--- config.mk ---
export PLATFORM = sky130hd
export DESIGN_NAME = swc_top
export DESIGN_NICKNAME = d
export VERILOG_FILES = /design/src/rtl/swc_pkg.sv /design/src/rtl/swc_wake_filter.sv /design/src/rtl/swc_top.sv
export VERILOG_INCLUDE_DIRS = /design/src /design/src/rtl
export SDC_FILE = /design/constraint.sdc
export NUM_CORES = 1
export LEC_CHECK = 0
export ABC_AREA = 1
export CORE_ASPECT_RATIO = 1.1
export CORE_UTILIZATION = 62
export DETAILED_ROUTE_END_ITERATION = 8
export DONT_BUFFER_PORTS = 1
export GPL_ROUTABILITY_DRIVEN = 0
export PLACE_DENSITY_LB_ADDON = 0.05
export REMOVE_ABC_BUFFERS = 1
export SLEW_MARGIN = 20
export SYNTH_ARGS = -nofsm -noshare
export SYNTH_HDL_FRONTEND = slang
export SYNTH_SLANG_ARGS = --single-unit
--- constraint.sdc ---
create_clock -name CLK -period 1.6 [get_ports CLK]
set_clock_uncertainty 0.05 [all_clocks]
set_input_delay 0.32 -clock CLK [delete_from_list [all_inputs] [get_ports CLK]]
set_output_delay 0.32 -clock CLK [all_outputs]
set_load 0.005 [all_outputs]
--- src/rtl/swc_regs.svh ---
// register offsets, field positions, reset values and timing counts of the power-off unit
`ifndef SWC_REGS_SVH
`define SWC_REGS_SVH

// register offsets (byte addresses)
`define SWC_OFS_CMD 8'h00
`define SWC_OFS_CFG 8'h04
`define SWC_OFS_STAT 8'h08
`define SWC_OFS_IRQ_STAT 8'h0c
`define SWC_OFS_IRQ_MASK 8'h10

// command register fields
`define SWC_KEY_LSB 24
`define SWC_KEY_MSB 31
`define SWC_KEY_VALUE 8'ha5
`define SWC_CMD_BIT 0

// configuration register fields
`define SWC_MODE_LSB 0
`define SWC_MODE_MSB 1
`define SWC_CNT0_LSB 4
`define SWC_ALARM_EN_BIT 16
`define SWC_CFG_RESET 32'h0000_0303
`define SWC_CFG_WMASK 32'h0001_f3f3

// status and interrupt register fields
`define SWC_ST_WAKE_BIT 0
`define SWC_ST_ALARM_BIT 1
`define SWC_STAT_RESET 2'h0
`define SWC_IRQ_RESET 2'h0

// timing counts in clock cycles
`define SWC_CMD_DELAY 2
`define SWC_DBN_UNIT 16
// debounce count starts at two: the wake synchroniser already spent that much,
// so the pin drops count*16+1 cycles after the first edge that sees the change, three cycles at count zero
`define SWC_DBN_START 2

`endif

--- src/rtl/swc_pkg.sv ---
// types shared by the power-off unit modules
package swc_pkg;

  // wake edge selection codes
  typedef enum logic [1:0] {
    WM_NONE = 2'b00,
    WM_RISE = 2'b01,
    WM_FALL = 2'b10,
    WM_BOTH = 2'b11
  } swc_wake_mode_type;

  // debounce counter states
  typedef enum logic {
    DBN_IDLE = 1'b0,
    DBN_COUNT = 1'b1
  } swc_dbn_state_type;

endpackage

--- src/rtl/swc_wake_filter.sv ---
// wake input synchroniser, edge selector and debounce counter
`timescale 1ns/1ps
`default_nettype none
`include "swc_regs.svh"

module swc_wake_filter
  import swc_pkg::*;
#(
  parameter int CNT_W = 4
) (
  input wire logic clk,
  input wire logic rst,
  input wire logic wake_i,
  input wire logic [1:0] mode_i,
  input wire logic [CNT_W-1:0] count_i,
  output logic fire_o
);

  localparam int UW = $clog2(`SWC_DBN_UNIT);
  localparam int CW = CNT_W + UW;

  // refuse widths the counter cannot serve
  initial begin
    if (CNT_W < 1 || CNT_W > 16) begin
      $error("swc_wake_filter: CNT_W out of range");
    end
  end

  logic sync_a_q; // first synchroniser stage
  logic sync_b_q; // second synchroniser stage
  logic prev_q; // previous synchronised level
  swc_dbn_state_type state_q, state_d;
  logic [CW-1:0] cyc_q, cyc_d; // cycles since qualifying change

  // edge decode on the synchronised level
  wire rise = sync_b_q & ~prev_q;
  wire fall = ~sync_b_q & prev_q;
  wire change = rise | fall;
  wire [1:0] mode = mode_i;
  // selected change, none when mode is 00
  wire sel = (mode == WM_RISE && rise) || (mode == WM_FALL && fall) ||
             (mode == WM_BOTH && change);
  // count is in units of sixteen cycles
  wire [CW-1:0] target = {count_i, {UW{1'b0}}};
  wire counting = (state_q == DBN_COUNT);
  wire reached = counting && !change && cyc_q >= target;

  assign fire_o = reached;

  // synchroniser and level history
  always_ff @(posedge clk) begin
    if (rst) begin
      sync_a_q <= 1'b0;
      sync_b_q <= 1'b0;
      prev_q <= 1'b0;
    end else begin
      sync_a_q <= wake_i;
      sync_b_q <= sync_a_q;
      prev_q <= sync_b_q;
    end
  end

  // debounce state and counter next values
  always_comb begin
    state_d = state_q;
    cyc_d = cyc_q;
    unique case (state_q)
      DBN_IDLE: begin
        if (sel) begin
          state_d = DBN_COUNT;
          cyc_d = CW'(`SWC_DBN_START);
        end
      end
      DBN_COUNT: begin
        if (change || reached || mode == WM_NONE) begin
          state_d = DBN_IDLE;
          cyc_d = '0;
        end else begin
          cyc_d = cyc_q + CW'(1);
        end
      end
    endcase
  end

  // debounce registers
  always_ff @(posedge clk) begin
    if (rst) begin
      state_q <= DBN_IDLE;
      cyc_q <= '0;
    end else begin
      state_q <= state_d;
      cyc_q <= cyc_d;
    end
  end
endmodule
`default_nettype wire

--- src/rtl/swc_top.sv ---
// power-off unit: key-protected shutdown command, wake filtering, status and interrupt
`timescale 1ns/1ps
`default_nettype none
`include "swc_regs.svh"

// Contract
// - whole unit runs on free-running clock
// - command reaches pin two cycles later
// - write taken only with key a5
// - command bit one asserts, zero nothing
// - edge select: none, rise, fall, both
// - selected change starts sixteen-cycle-unit counter
// - counter at target releases power-off pin
// - new change stops and clears counter
// - release count times sixteen plus one, three at count zero
// - wake flag set on event, read-clear
// - synchronise alarm, detect its rising edge
// - enabled alarm releases pin, else ignored
// - enabled alarm sets read-clear alarm flag
module swc_top
  import swc_pkg::*;
#(
  parameter int ADDR_W = 8,
  parameter int CNT_W = 4
) (
  input wire logic CLK,
  input wire logic RST,
  input wire logic [ADDR_W-1:0] ADDR,
  input wire logic [31:0] WR_DATA,
  input wire logic WR_EN,
  input wire logic RD_EN,
  output logic [31:0] RD_DATA,
  input wire logic WAKE_IN,
  input wire logic ALARM_IN,
  output logic PWR_OFF_PIN,
  output logic IRQ
);

  // refuse sizes the decode and field layout cannot serve
  initial begin
    if (ADDR_W < 5) begin
      $error("swc_top: ADDR_W too small for the map");
    end
    if (CNT_W != 4) begin
      $error("swc_top: CNT_W must match the 4-bit count field");
    end
  end

  // register state
  logic [31:0] cfg_q; // wake configuration
  logic wake_flag_q; // wake input flag, read-clear
  logic alarm_flag_q; // alarm wake flag, read-clear
  logic [1:0] irq_stat_q; // sticky interrupt status, write-one-clear
  logic [1:0] irq_mask_q; // interrupt mask
  logic [`SWC_CMD_DELAY-1:0] cmd_pipe_q; // accepted command delay line
  logic pwr_off_q; // power-off pin register
  logic [31:0] rd_data_q; // read data register
  logic irq_q; // interrupt output register

  // alarm synchroniser and edge history
  logic alarm_a_q; // first stage
  logic alarm_b_q; // second stage
  logic alarm_prev_q; // previous synchronised level

  // address decode
  wire hit_cmd = (ADDR == ADDR_W'(`SWC_OFS_CMD));
  wire hit_cfg = (ADDR == ADDR_W'(`SWC_OFS_CFG));
  wire hit_stat = (ADDR == ADDR_W'(`SWC_OFS_STAT));
  wire hit_ist = (ADDR == ADDR_W'(`SWC_OFS_IRQ_STAT));
  wire hit_imask = (ADDR == ADDR_W'(`SWC_OFS_IRQ_MASK));

  // command decode: a wrong key drops the whole write
  wire key_ok = (WR_DATA[`SWC_KEY_MSB:`SWC_KEY_LSB] == `SWC_KEY_VALUE);
  wire cmd_wr = WR_EN && hit_cmd;
  wire cmd_go = cmd_wr && key_ok && WR_DATA[`SWC_CMD_BIT];
  wire cmd_land = cmd_pipe_q[`SWC_CMD_DELAY-1];

  // configuration fields
  wire [1:0] wake_edge_select = cfg_q[`SWC_MODE_MSB:`SWC_MODE_LSB];
  wire [CNT_W-1:0] wake_debounce_count = cfg_q[`SWC_CNT0_LSB +: CNT_W];
  wire alarm_wake_enable = cfg_q[`SWC_ALARM_EN_BIT];

  // wake and alarm events
  logic wake_fire; // debounced wake event pulse
  wire alarm_rise = alarm_b_q & ~alarm_prev_q;
  wire alarm_go = alarm_rise & alarm_wake_enable;
  wire release_pin = wake_fire | alarm_go;

  // status read clears each flag unless that flag's own event lands in the same cycle
  wire stat_rd = RD_EN && hit_stat;
  wire [1:0] irq_event = {alarm_go, wake_fire};
  wire [1:0] irq_clr = (WR_EN && hit_ist) ? WR_DATA[1:0] : 2'h0;
  wire [1:0] irq_stat_d = irq_event | (irq_stat_q & ~irq_clr);
  wire irq_d = |(irq_stat_d & irq_mask_q);

  // read data selection, unmapped and write-only read as zero
  wire [31:0] stat_word = {30'h0, alarm_flag_q, wake_flag_q};
  wire [31:0] rd_mux = hit_cfg ? cfg_q :
                       hit_stat ? stat_word :
                       hit_ist ? {30'h0, irq_stat_q} :
                       hit_imask ? {30'h0, irq_mask_q} :
                       32'h0;

  // debounced wake detection on the one wake input
  swc_wake_filter #(
    .CNT_W(CNT_W)
  ) u_wake (
    .clk(CLK),
    .rst(RST),
    .wake_i(WAKE_IN),
    .mode_i(wake_edge_select),
    .count_i(wake_debounce_count),
    .fire_o(wake_fire)
  );

  // everything here sits on the one free-running clock, never gated
  // configuration register, masked to the defined bits
  always_ff @(posedge CLK) begin
    if (RST) begin
      cfg_q <= `SWC_CFG_RESET;
    end else if (WR_EN && hit_cfg) begin
      cfg_q <= WR_DATA & `SWC_CFG_WMASK;
    end
  end

  // accepted commands walk down the delay line
  always_ff @(posedge CLK) begin
    if (RST) begin
      cmd_pipe_q <= '0;
    end else begin
      cmd_pipe_q <= {cmd_pipe_q[`SWC_CMD_DELAY-2:0], cmd_go};
    end
  end

  // power-off pin: set by a landed command, held until a wake
  always_ff @(posedge CLK) begin
    if (RST) begin
      pwr_off_q <= 1'b0;
    end else if (cmd_land) begin
      pwr_off_q <= 1'b1;
    end else if (release_pin) begin
      pwr_off_q <= 1'b0;
    end
  end

  // alarm synchroniser and rising edge history
  always_ff @(posedge CLK) begin
    if (RST) begin
      alarm_a_q <= 1'b0;
      alarm_b_q <= 1'b0;
      alarm_prev_q <= 1'b0;
    end else begin
      alarm_a_q <= ALARM_IN;
      alarm_b_q <= alarm_a_q;
      alarm_prev_q <= alarm_b_q;
    end
  end

  // read-clear status flags, set wins over the clear
  always_ff @(posedge CLK) begin
    if (RST) begin
      {alarm_flag_q, wake_flag_q} <= `SWC_STAT_RESET;
    end else begin
      wake_flag_q <= wake_fire | (wake_flag_q & ~stat_rd);
      alarm_flag_q <= alarm_go | (alarm_flag_q & ~stat_rd);
    end
  end

  // sticky interrupt status and mask
  always_ff @(posedge CLK) begin
    if (RST) begin
      irq_stat_q <= `SWC_IRQ_RESET;
      irq_mask_q <= `SWC_IRQ_RESET;
    end else begin
      irq_stat_q <= irq_stat_d;
      if (WR_EN && hit_imask) begin
        irq_mask_q <= WR_DATA[1:0];
      end
    end
  end

  // interrupt level and read data registers
  always_ff @(posedge CLK) begin
    if (RST) begin
      irq_q <= 1'b0;
      rd_data_q <= 32'h0;
    end else begin
      irq_q <= irq_d;
      rd_data_q <= RD_EN ? rd_mux : 32'h0;
    end
  end

  // outputs straight from flip-flops
  assign PWR_OFF_PIN = pwr_off_q;
  assign RD_DATA = rd_data_q;
  assign IRQ = irq_q;
endmodule
`default_nettype wire

* After elaboration in Yosys (flattened, before gate mapping)
Index checks and enable logic that the tools add are counted.
Word-level totals: flip-flop bits (word level) 70, output and inout port bits 34
Operators by class: add/sub/neg operators 1, magnitude comparators 1, equal/unequal tests 9, mux-type cells 13, bitwise operators 20, reduce and logical (&&, ||, !) cells 23
Operators by type and width (number):
- 17-bit two-way mux | 1
- 8-bit by 4-bit == test with 1-bit output, second input constant | 2
- 8-bit two-way mux | 2
- 8-bit one-hot mux with 2 select lines | 1
- 1-bit logical AND | 12
- 8-bit by 1-bit adder with 8-bit output, second input constant | 1
- 8-bit by 3-bit == test with 1-bit output, second input constant | 1
- 8-bit by 5-bit == test with 1-bit output, second input constant | 1
- 8-bit == test, second input constant | 1
- 8-bit greater-or-equal comparator | 1
- 8-bit zero test | 1
- 2-bit two-way mux | 4
- 1-bit AND | 6
- 1-bit inverter | 6
- 5-bit OR reduction | 1
- 2-bit AND | 2
- 2-bit == test, second input constant | 2
- 1-bit logical OR | 4
- 1-bit two-way mux | 4
- 1-bit bitwise OR | 4
- 2-bit OR reduction | 2
- 2-bit by 1-bit == test with 1-bit output, second input constant | 1
- 2-bit zero test | 1
- 2-bit by 1-bit inequality test with 1-bit output, second input constant | 1
- 5 further kinds | 5

* Depth between registers and ports, before layout
Gate-level depths: netlist of the first run.
depth in word-level cells 10, gate-level depth with buffers 11, depth with buffers taken out 11

* Hierarchy
Synthesis of the first run repeated with hierarchy kept, for this count alone.
Second synthesis, totals: cells, all modules 329, area total of the unflattened synthesis 2462.4 um^2
By module, submodules not included:
- swc_top | times used 1, cells each 203, area an instance 1649.1 um^2, sequential area each 780.7 um^2
- swc_wake_filter | times used 1, cells each 126, area an instance 813.3 um^2, sequential area each 240.2 um^2

* Least setup slack after synthesis of the first run
OpenSTA, ideal clock, no wires.
kind register -> register, start point register u_wake.cyc_q[4], end point register pwr_off_q (netlist: PWR_OFF_PIN), library setup time 0.128 ns, data arrival time 1.283 ns, slack 0.139 ns, cell stages (with the launch flop) 10, period minus slack after synthesis 1.461 ns, cells stage by stage dfxtp_1 -> inv_1 -> ha_1 -> nand2_1 -> nor2_1 -> nand3_2 -> nand3_1 -> nand2_1 -> a21oi_1 -> nor2_1
On the way: cells in the longest elaborated chain, start to end 4
Ends and longest elaborated chain:
- start, declared | RTL line swc_wake_filter.sv:33 | logic [CW-1:0] cyc_q, cyc_d;
- start signal, assigned | RTL line swc_wake_filter.sv:92 | cyc_q <= cyc_d;
- 8-bit greater-or-equal comparator | RTL line swc_wake_filter.sv:46 | wire reached = counting && !change && cyc_q >= target;
- 1-bit logical AND | RTL line swc_wake_filter.sv:46
- 1-bit bitwise OR | RTL line swc_top.sv:87 | wire release_pin = wake_fire | alarm_go;
- 2-bit nonzero test (no line)
- end signal, assigned | RTL line swc_top.sv:138 | pwr_off_q <= 1'b0;
- end signal, assigned | RTL line swc_top.sv:140 | pwr_off_q <= 1'b1;
- end signal, assigned | RTL line swc_top.sv:142 | pwr_off_q <= 1'b0;
- end, declared | RTL line swc_top.sv:56 | logic pwr_off_q;
Every way passes these cells. A chain may end at the register's enable or synchronous reset.

* Worst setup path in the final report of the first run
start point register cfg_q[7], end point register u_wake.cyc_q[1]
On the way: cells in the longest elaborated chain, start to end 6
Ends and longest elaborated chain:
- start, declared | RTL line swc_top.sv:50 | logic [31:0] cfg_q;
- start signal, assigned | RTL line swc_top.sv:120 | cfg_q <= `SWC_CFG_RESET;
- start signal, assigned | RTL line swc_top.sv:122 | cfg_q <= WR_DATA & `SWC_CFG_WMASK;
- 8-bit greater-or-equal comparator | RTL line swc_wake_filter.sv:46
- 1-bit logical AND | RTL line swc_wake_filter.sv:46
- 1-bit logical OR (2 in series) | RTL line swc_wake_filter.sv:75 | if (change || reached || mode == WM_NONE) begin
- 8-bit two-way mux | RTL line swc_wake_filter.sv:75
- 8-bit one-hot mux with 2 select lines | RTL line swc_wake_filter.sv:67 | unique case (state_q)
Every way passes these cells.

==> out/results.txt, run 1 <==
count of hold buffers inserted by post-cts repair: 0
overall power of the completed layout: 2.30 mW
critical path peak fanout: 5
unrepaired setup endpoints after global routing: yes
crit end category: flop
total track usage: 0.218
CP Cell Sequence: inv_1 > ha_4 > a21o_1 > a21oi_4 > buf_4 > nand4_1 > a21oi_1
Gate Count Post-Synth: 308
global-route wire length before repair: 6550 um
initial antenna violation count: 0
detailed router's first-iteration violation count: 108
final hold violation count: 0
fraction of final layout cells with drive strength greater than 1: 0.118
per-cell via count in the routed design: 5.06
register bit count reported by yosys: 51
main area contributors after synthesis: sky130_fd_sc_hd__dfxtp_1 43%, sky130_fd_sc_hd__nand2_1 8.6%, sky130_fd_sc_hd__inv_1 6.5%
average routed wire per standard cell: 11.3 um
critical path arrival: 1.69 ns
core area: 3630 um2
io pins: 80
delay of the slowest critical-path stage: 0.31 ns
area share of the largest cell type after synthesis: 0.433
clk slew on worst S/H paths: 0.09 ns
post-layout min period: 1.50 ns
YS warnings: 0
Slew Limit Fails: 0
H-tree levels: 2
HPWL after detailed placement: 3000 um
initial cell density of the core: 0.650
fmax: 0.666 GHz
CTS Root Cell: sky130_fd_sc_hd__clkbuf_8
number of global-route vias before repair: 1580
setup total negative slack: 0 ns
input/output buffers: 0
Final setup violation count: 0
clock sinks: 51
cell area power density: 926 nW/um2
distinct cell type count of the synthesized netlist: 33
async set or reset register ratio after synthesis: 0
cell with the largest stage delay on the worst path: sky130_fd_sc_hd__dfxtp_1
Hold Crit Class: input pin to flop
total global routing overflow: 0
TritonRoute pass-1 iters: 4
peak supply drop: 0.687 mV
via total after detailed routing: 1841
Placed Area: 2340 um2
CTS Buffer Depth: 2
max cap viols: 0
largest net degree at the start of global routing: 22
EDFF count, synth: 0
required time at the endpoint of the critical path: 1.79 ns
ratio of final minimum period to clock period: 0.939
clock tree from TritonCTS: done
cell taking the most area after synthesis: sky130_fd_sc_hd__dfxtp_1
die area: 4050 um2
result of the run: completed
Most used DFF post-synth: sky130_fd_sc_hd__dfxtp_1
sum of buffers and inverters on the critical path: 2
number of standard-cell rows in the floorplan: 23
Syn-to-layout area delta: 5.36%
launching element type of the critical path: flop
DRC: 0
combined area of all synthesized cells: 2360 um2
category of the most critical setup path: flop to flop
floorplan die height: 66.7 um
DRT antenna net count: 0
post-route cell area: 2480 um2
most repeated cell in the gate-level netlist after synthesis: sky130_fd_sc_hd__nand2_1
Largest delay share family, worst path: compound AO/OA/AOI/OAI gates
ANT cells: 0
per-instance average area after synthesis: 7.65 um2
Inserted Clock Buffers: 5
clock latency reported for the late side of the worst-skew pair: 0.30 ns
static leakage: 1.06 nW
DRT Wirelength: 4120 um
share of synthesized area occupied by flip-flops and latches: 0.433
Post-layout nets: 367
number of filler cells placed in the layout: 339
ranking of synthesized cells by instance count: 54 x sky130_fd_sc_hd__nand2_1, 51 x sky130_fd_sc_hd__dfxtp_1, 41 x sky130_fd_sc_hd__inv_1, 35 x sky130_fd_sc_hd__nor2_1, 23 x sky130_fd_sc_hd__a21oi_1
die boundary width: 60.8 um
-- layer usage --
metal,up-vias,GRT usage,wire length [um]
li1,947,-,-
met1,824,0.253,1780
met2,65,0.378,2010
met3,5,0.0641,279
met4,0,0.0682,54
met5,-,0,0
-- layout by cell type, fill, tap and decap left out, types with 2 or more instances in the layout --
cell type                  count
sky130_fd_sc_hd__a21oi_1      22
sky130_fd_sc_hd__buf_4         6
sky130_fd_sc_hd__clkbuf_8      5
sky130_fd_sc_hd__conb_1       19
sky130_fd_sc_hd__dfxtp_1      51
sky130_fd_sc_hd__ha_1          7
sky130_fd_sc_hd__inv_1        40
sky130_fd_sc_hd__inv_2         2
sky130_fd_sc_hd__nand2_1      52
sky130_fd_sc_hd__nand2_2       4
sky130_fd_sc_hd__nand3_1      19
sky130_fd_sc_hd__nand3_2       4
sky130_fd_sc_hd__nand3b_1      2
sky130_fd_sc_hd__nand4_1       7
sky130_fd_sc_hd__nor2_1       35
sky130_fd_sc_hd__nor2_2        5
sky130_fd_sc_hd__nor2_4        2
sky130_fd_sc_hd__nor3_1        4
sky130_fd_sc_hd__o211ai_1      2
sky130_fd_sc_hd__o21ai_0       5
sky130_fd_sc_hd__o21ai_1       8
-- worst paths after layout --
check,from,end,slack [ns],cells past startpoint
hold reg to reg,u_wake.sync_a_q,u_wake.sync_b_q,0.36,2
hold / removal,RST,u_wake.sync_b_q,0.02,1
setup reg to reg,cfg_q[7],u_wake.cyc_q[1],0.1,7
setup / recovery,cfg_q[7],u_wake.cyc_q[1],0.1,7
-- stage by stage --
step,hold slack [ns],util,cells,setup slack (ns)
2_1_floorplan,0.338,-,300,0.153
3_3_place_gp,0.339,0.646,356,0.103
3_5_place_dp,0.345,0.646,356,0.0917
4_1_cts,0.0194,0.677,364,0.0746
5_1_grt,0.00796,0.685,364,-0.00282
6_report,0.0235,0.685,364,0.0981
-- final cells by class --
type	count	area, um2	share of cell area
clock buffer	5	68.8	0.0277
clock inverter	3	46.3	0.0186
tap	50	62.6	0.0252
inverter	42	158	0.0635
sequential	51	1020	0.411
multi-input combinational	207	1080	0.435
timing repair buffer	6	45.0	0.0181
-- registers in the layout, indices dropped and copies added (netlist names), 2 cells and up --
register / count
cfg_q: 13
u_wake.cyc_q: 8
cmd_pipe_q: 2
irq_stat_q: 2
irq_mask_q: 2
RD_DATA: 13
-- where the power goes --
part           total (mW)  internal (mW)  switching (mW)  leakage [nW]
registers            1.29           1.28         0.00633         0.412
clock network       0.901          0.471           0.430        0.0548
logic               0.109         0.0361          0.0734         0.594
total                2.30           1.79           0.509          1.06
-- kinds of logic after synthesis --
kind of cell,after synthesis,synth area share
buffers and inverters,68,0.148
DFF,51,0.433
and+or+nand+nor,137,0.269
AOI/OAI and AO/OA,42,0.102
xor gates and xnor gates,1,0.00372
other,1,0.00159
adders and majority gates,8,0.0425
-- worst register-to-register path: cells and delay by family (launching register included) --
kind	cells	cell delay [ns]
AO/OA/AOI/OAI	3	0.51
flip-flops	1	0.31
buffers and inverters	2	0.28
adder cells (fa/ha/maj)	1	0.23
AND/OR/NAND/NOR	1	0.08
-- timing repair --
| item | 4_1_cts | 5_1_grt |
|---|---|---|
| setup buffers | 0 | 0 |
| endpoints found under the setup margin | 0 | 8 |
| resized for setup | 0 | 6 |
| endpoints found under the hold margin | 0 | 0 |
Power figures use the tool's default switching activity.
==> run 2, diff against run 1 <==
--- a/config.mk
+++ b/config.mk
@@ -9,4 +9,5 @@
 export ABC_AREA = 1
 export CORE_ASPECT_RATIO = 1.1
+export CORE_MARGIN = 3
 export CORE_UTILIZATION = 62
 export DETAILED_ROUTE_END_ITERATION = 8
==> constraint.sdc (replaced) <==
create_clock -name CLK -period 1.6 [get_ports CLK]
set_clock_uncertainty 0.05 [all_clocks]
set_input_delay 0.08 -clock CLK [delete_from_list [all_inputs] [get_ports CLK]]
set_output_delay 0.08 -clock CLK [all_outputs]
set_load 0.005 [all_outputs]
==> run 2 against run 1 <==
Clock power decreased by 12%. Maximum frequency decreased by 1.9%. Utilization rose by 12 points. Combinational power up 68%. Non-clock buffer count rose by 33. Critical path depth unchanged. Flip-flop and latch count unchanged. Die area rose by 13%. Count of clock-buffer cells in the layout up 1. Global-route usage grew 0.44 points. Routed wire length up 27%. Sequential power barely moved. Largest power group unchanged. Highest routed layer unchanged.
==> out/results.txt, run 2 (same netlist as run 1, synthesis figures left out) <==
instance count along the most critical hold path: 6 (+5)
clock power share: 0.349 (-0.043)
Syn-to-layout area delta: 19.1%
critical path arrival: 1.78 ns (+0.09 ns)
floorplan die height: 70.7 um (+6.0%)
via total after detailed routing: 2018 (+9.6%)
Slew headroom: 0.529
result of the run: completed
clock tree from TritonCTS: done
CTS Buffer Depth: 2 (unchanged)
fraction of final layout cells with drive strength greater than 1: 0.127 (+0.00897)
detailed router's first-iteration violation count: 124 (+15%)
die boundary width: 64.8 um (+6.6%)
DRC: 0 (unchanged)
fmax: 0.653 GHz (-1.9%)
Final setup violation count: 0 (unchanged)
FF-to-FF End: PWR_OFF_PIN
clock latency reported for the late side of the worst-skew pair: 0.37 ns (+0.07 ns)
part of the total power dissipated in sequential elements: 0.570 (+0.010)
die area: 4580 um2 (+13%)
beginning of the worst register-to-register path: u_wake.cyc_q[4]
Placed Area: 2340 um2 (-0.11%)
commonest non-fill, non-tap cell in the layout: sky130_fd_sc_hd__nand2_1
cell area power density: 806 nW/um2 (-13%)
placed instance count: 354 (-0.56%)
final core utilization: 0.803 (+0.118)
capture endpoint of the worst hold path: RD_DATA[0]
HPWL after detailed placement: 3220 um (+7.2%)
core area: 3500 um2 (-3.6%)
input/output buffers: 0 (unchanged)
post-route cell area: 2810 um2 (+13%)
Combinational Power Share: 0.081 (+0.033)
H-tree levels: 2 (unchanged)
Slew Limit Fails: 0 (unchanged)
post-layout min period: 1.53 ns (+0.0297 ns)
launching element type of the critical path: input pin
leading cell types in the layout, fill and taps excluded: 51 x sky130_fd_sc_hd__nand2_1, 50 x sky130_fd_sc_hd__dfxtp_1, 40 x sky130_fd_sc_hd__inv_1
total global routing overflow: 0 (unchanged)
required time at the endpoint of the critical path: 1.85 ns (+0.06 ns)
ratio of final minimum period to clock period: 0.957 (+0.0186)
post-layout instance count excluding filler cells: 395 (+8.5%)
final hold violation count: 0 (unchanged)
crit end category: flop
number of standard-cell rows in the floorplan: 22 (-4.3%)
Psw: 0.520 mW (+2.2%)
setup total negative slack: 0 ns (unchanged)
Post-layout nets: 400 (+9.0%)
per-cell via count in the routed design: 5.11 (+1.0%)
CTS Root Cell: sky130_fd_sc_hd__clkbuf_4
Hold Crit Class: input pin to flop
largest net degree at the start of global routing: 22 (unchanged)
Inserted Clock Buffers: 5 (unchanged)
critical path peak fanout: 4 (-1)
io pins: 80 (unchanged)
Sw Ratio: 0.230 (+0.00834)
setup slack on the worst flop-to-flop path: 0.08 ns (-0.02 ns)
depth of the most critical reg-to-reg path: 9 (+2)
Tightest Pin Transition: 0.707 ns
average routed wire per standard cell: 13.2 um (+17%)
category of the most critical setup path: input pin to flop
total track usage: 0.222 (+0.00443)
clk slew on worst S/H paths: 0.14 ns (+0.05 ns)
worst hold slack: 0.0574 ns (+0.0339 ns)
worst min-delay path startpoint: ADDR[0]
DRT antenna net count: 0 (unchanged)
clock sinks: 51 (unchanged)
initial cell density of the core: 0.674 (+0.0242)
static leakage: 1.20 nW (+13%)
number of global-route vias before repair: 1811 (+15%)
initial antenna violation count: 0 (unchanged)
peak supply drop: 0.700 mV (+1.9%)
DRT Wirelength: 5230 um (+27%)
global-route wire length before repair: 8070 um (+23%)
ANT cells: 0 (unchanged)
max cap viols: 0 (unchanged)
internal power of the cells: 1.74 mW (-2.6%)
TritonRoute pass-1 iters: 4 (unchanged)
==> run 2: cell types whose count changed in the layout (fill, tap and decap cells not counted), sizes merged <==
| cell | previous run | this run |
|---|---|---|
| dlygate4sd3 | 0 | 31 |
| buf | 6 | 7 |
| clkbuf | 5 | 6 |
| clkinvlp | 1 | 0 |
| dlymetal6s4s | 0 | 1 |
==> run 2: per-stage QoR <==
step / setup WS, ns / power [mW]
6_report: 0.0684 / 2.26
5_1_grt: -0.0120 / 2.35
4_1_cts: 0.00880 / 2.26
3_5_place_dp: 0.0835 / 1.42
3_3_place_gp: 0.103 / 1.42
2_1_floorplan: 0.153 / 1.40
==> run 2: layer usage <==
metal	up-vias	track usage	share of wire
met5	-	0	0
met4	0	0.0657	0.015
met3	11	0.0603	0.077
met2	88	0.408	0.53
met1	901	0.247	0.38
li1	1018	-	-
==> run 2: final cells by class <==
type / count / area, um2
clock buffers: 6 / 51.3
multi-input cells: 207 / 1100
well taps: 48 / 60.1
fillers: 260 / 689
repair buffers: 39 / 375
clock inverters: 2 / 38.8
flip-flops and latches: 51 / 1020
inverters: 42 / 158
==> run 2: timing repair <==
item	in CTS	in global routing
gates resized for setup	0	14
hold endpoints to repair	40	0
setup buffers	0	1
endpoints found under the setup margin	0	24
hold buffers	32	0
==> run 2: how the worst max path moves through the flow <==
stage	end	slack [ns]	cells after the start	startpoint
3_5_place_dp	PWR_OFF_PIN	0.08	9	cfg_q[7]
6_report	irq_mask_q[0]	0.07	7	ADDR[7]
3_3_place_gp	PWR_OFF_PIN	0.10	9	cfg_q[7]
5_1_grt	PWR_OFF_PIN	-0.01	9	u_wake.cyc_q[4]
4_1_cts	cfg_q[14]	0.009	5	RST
2_1_floorplan	PWR_OFF_PIN	0.15	9	u_wake.cyc_q[4]
==> run 2: worst max-delay path, stage by stage <==
cell	delay [ns]
sky130_fd_sc_hd__nor2_2	0.11
sky130_fd_sc_hd__nand3b_1	0.07
sky130_fd_sc_hd__dlygate4sd3_1	0.59
sky130_fd_sc_hd__nor2_4	0.14
sky130_fd_sc_hd__nand3_1	0.07
sky130_fd_sc_hd__dlygate4sd3_1	0.56
sky130_fd_sc_hd__a21oi_1	0.15
==> run 2: power by group through the flow <==
stage          Sequential, mW  Clock (mW)  Combinational (mW)
2_1_floorplan            1.32           0              0.0808
3_3_place_gp             1.32           0               0.103
3_5_place_dp             1.32           0               0.106
4_1_cts                  1.29       0.802               0.171
5_1_grt                  1.29       0.856               0.201
6_report                 1.29       0.790               0.183
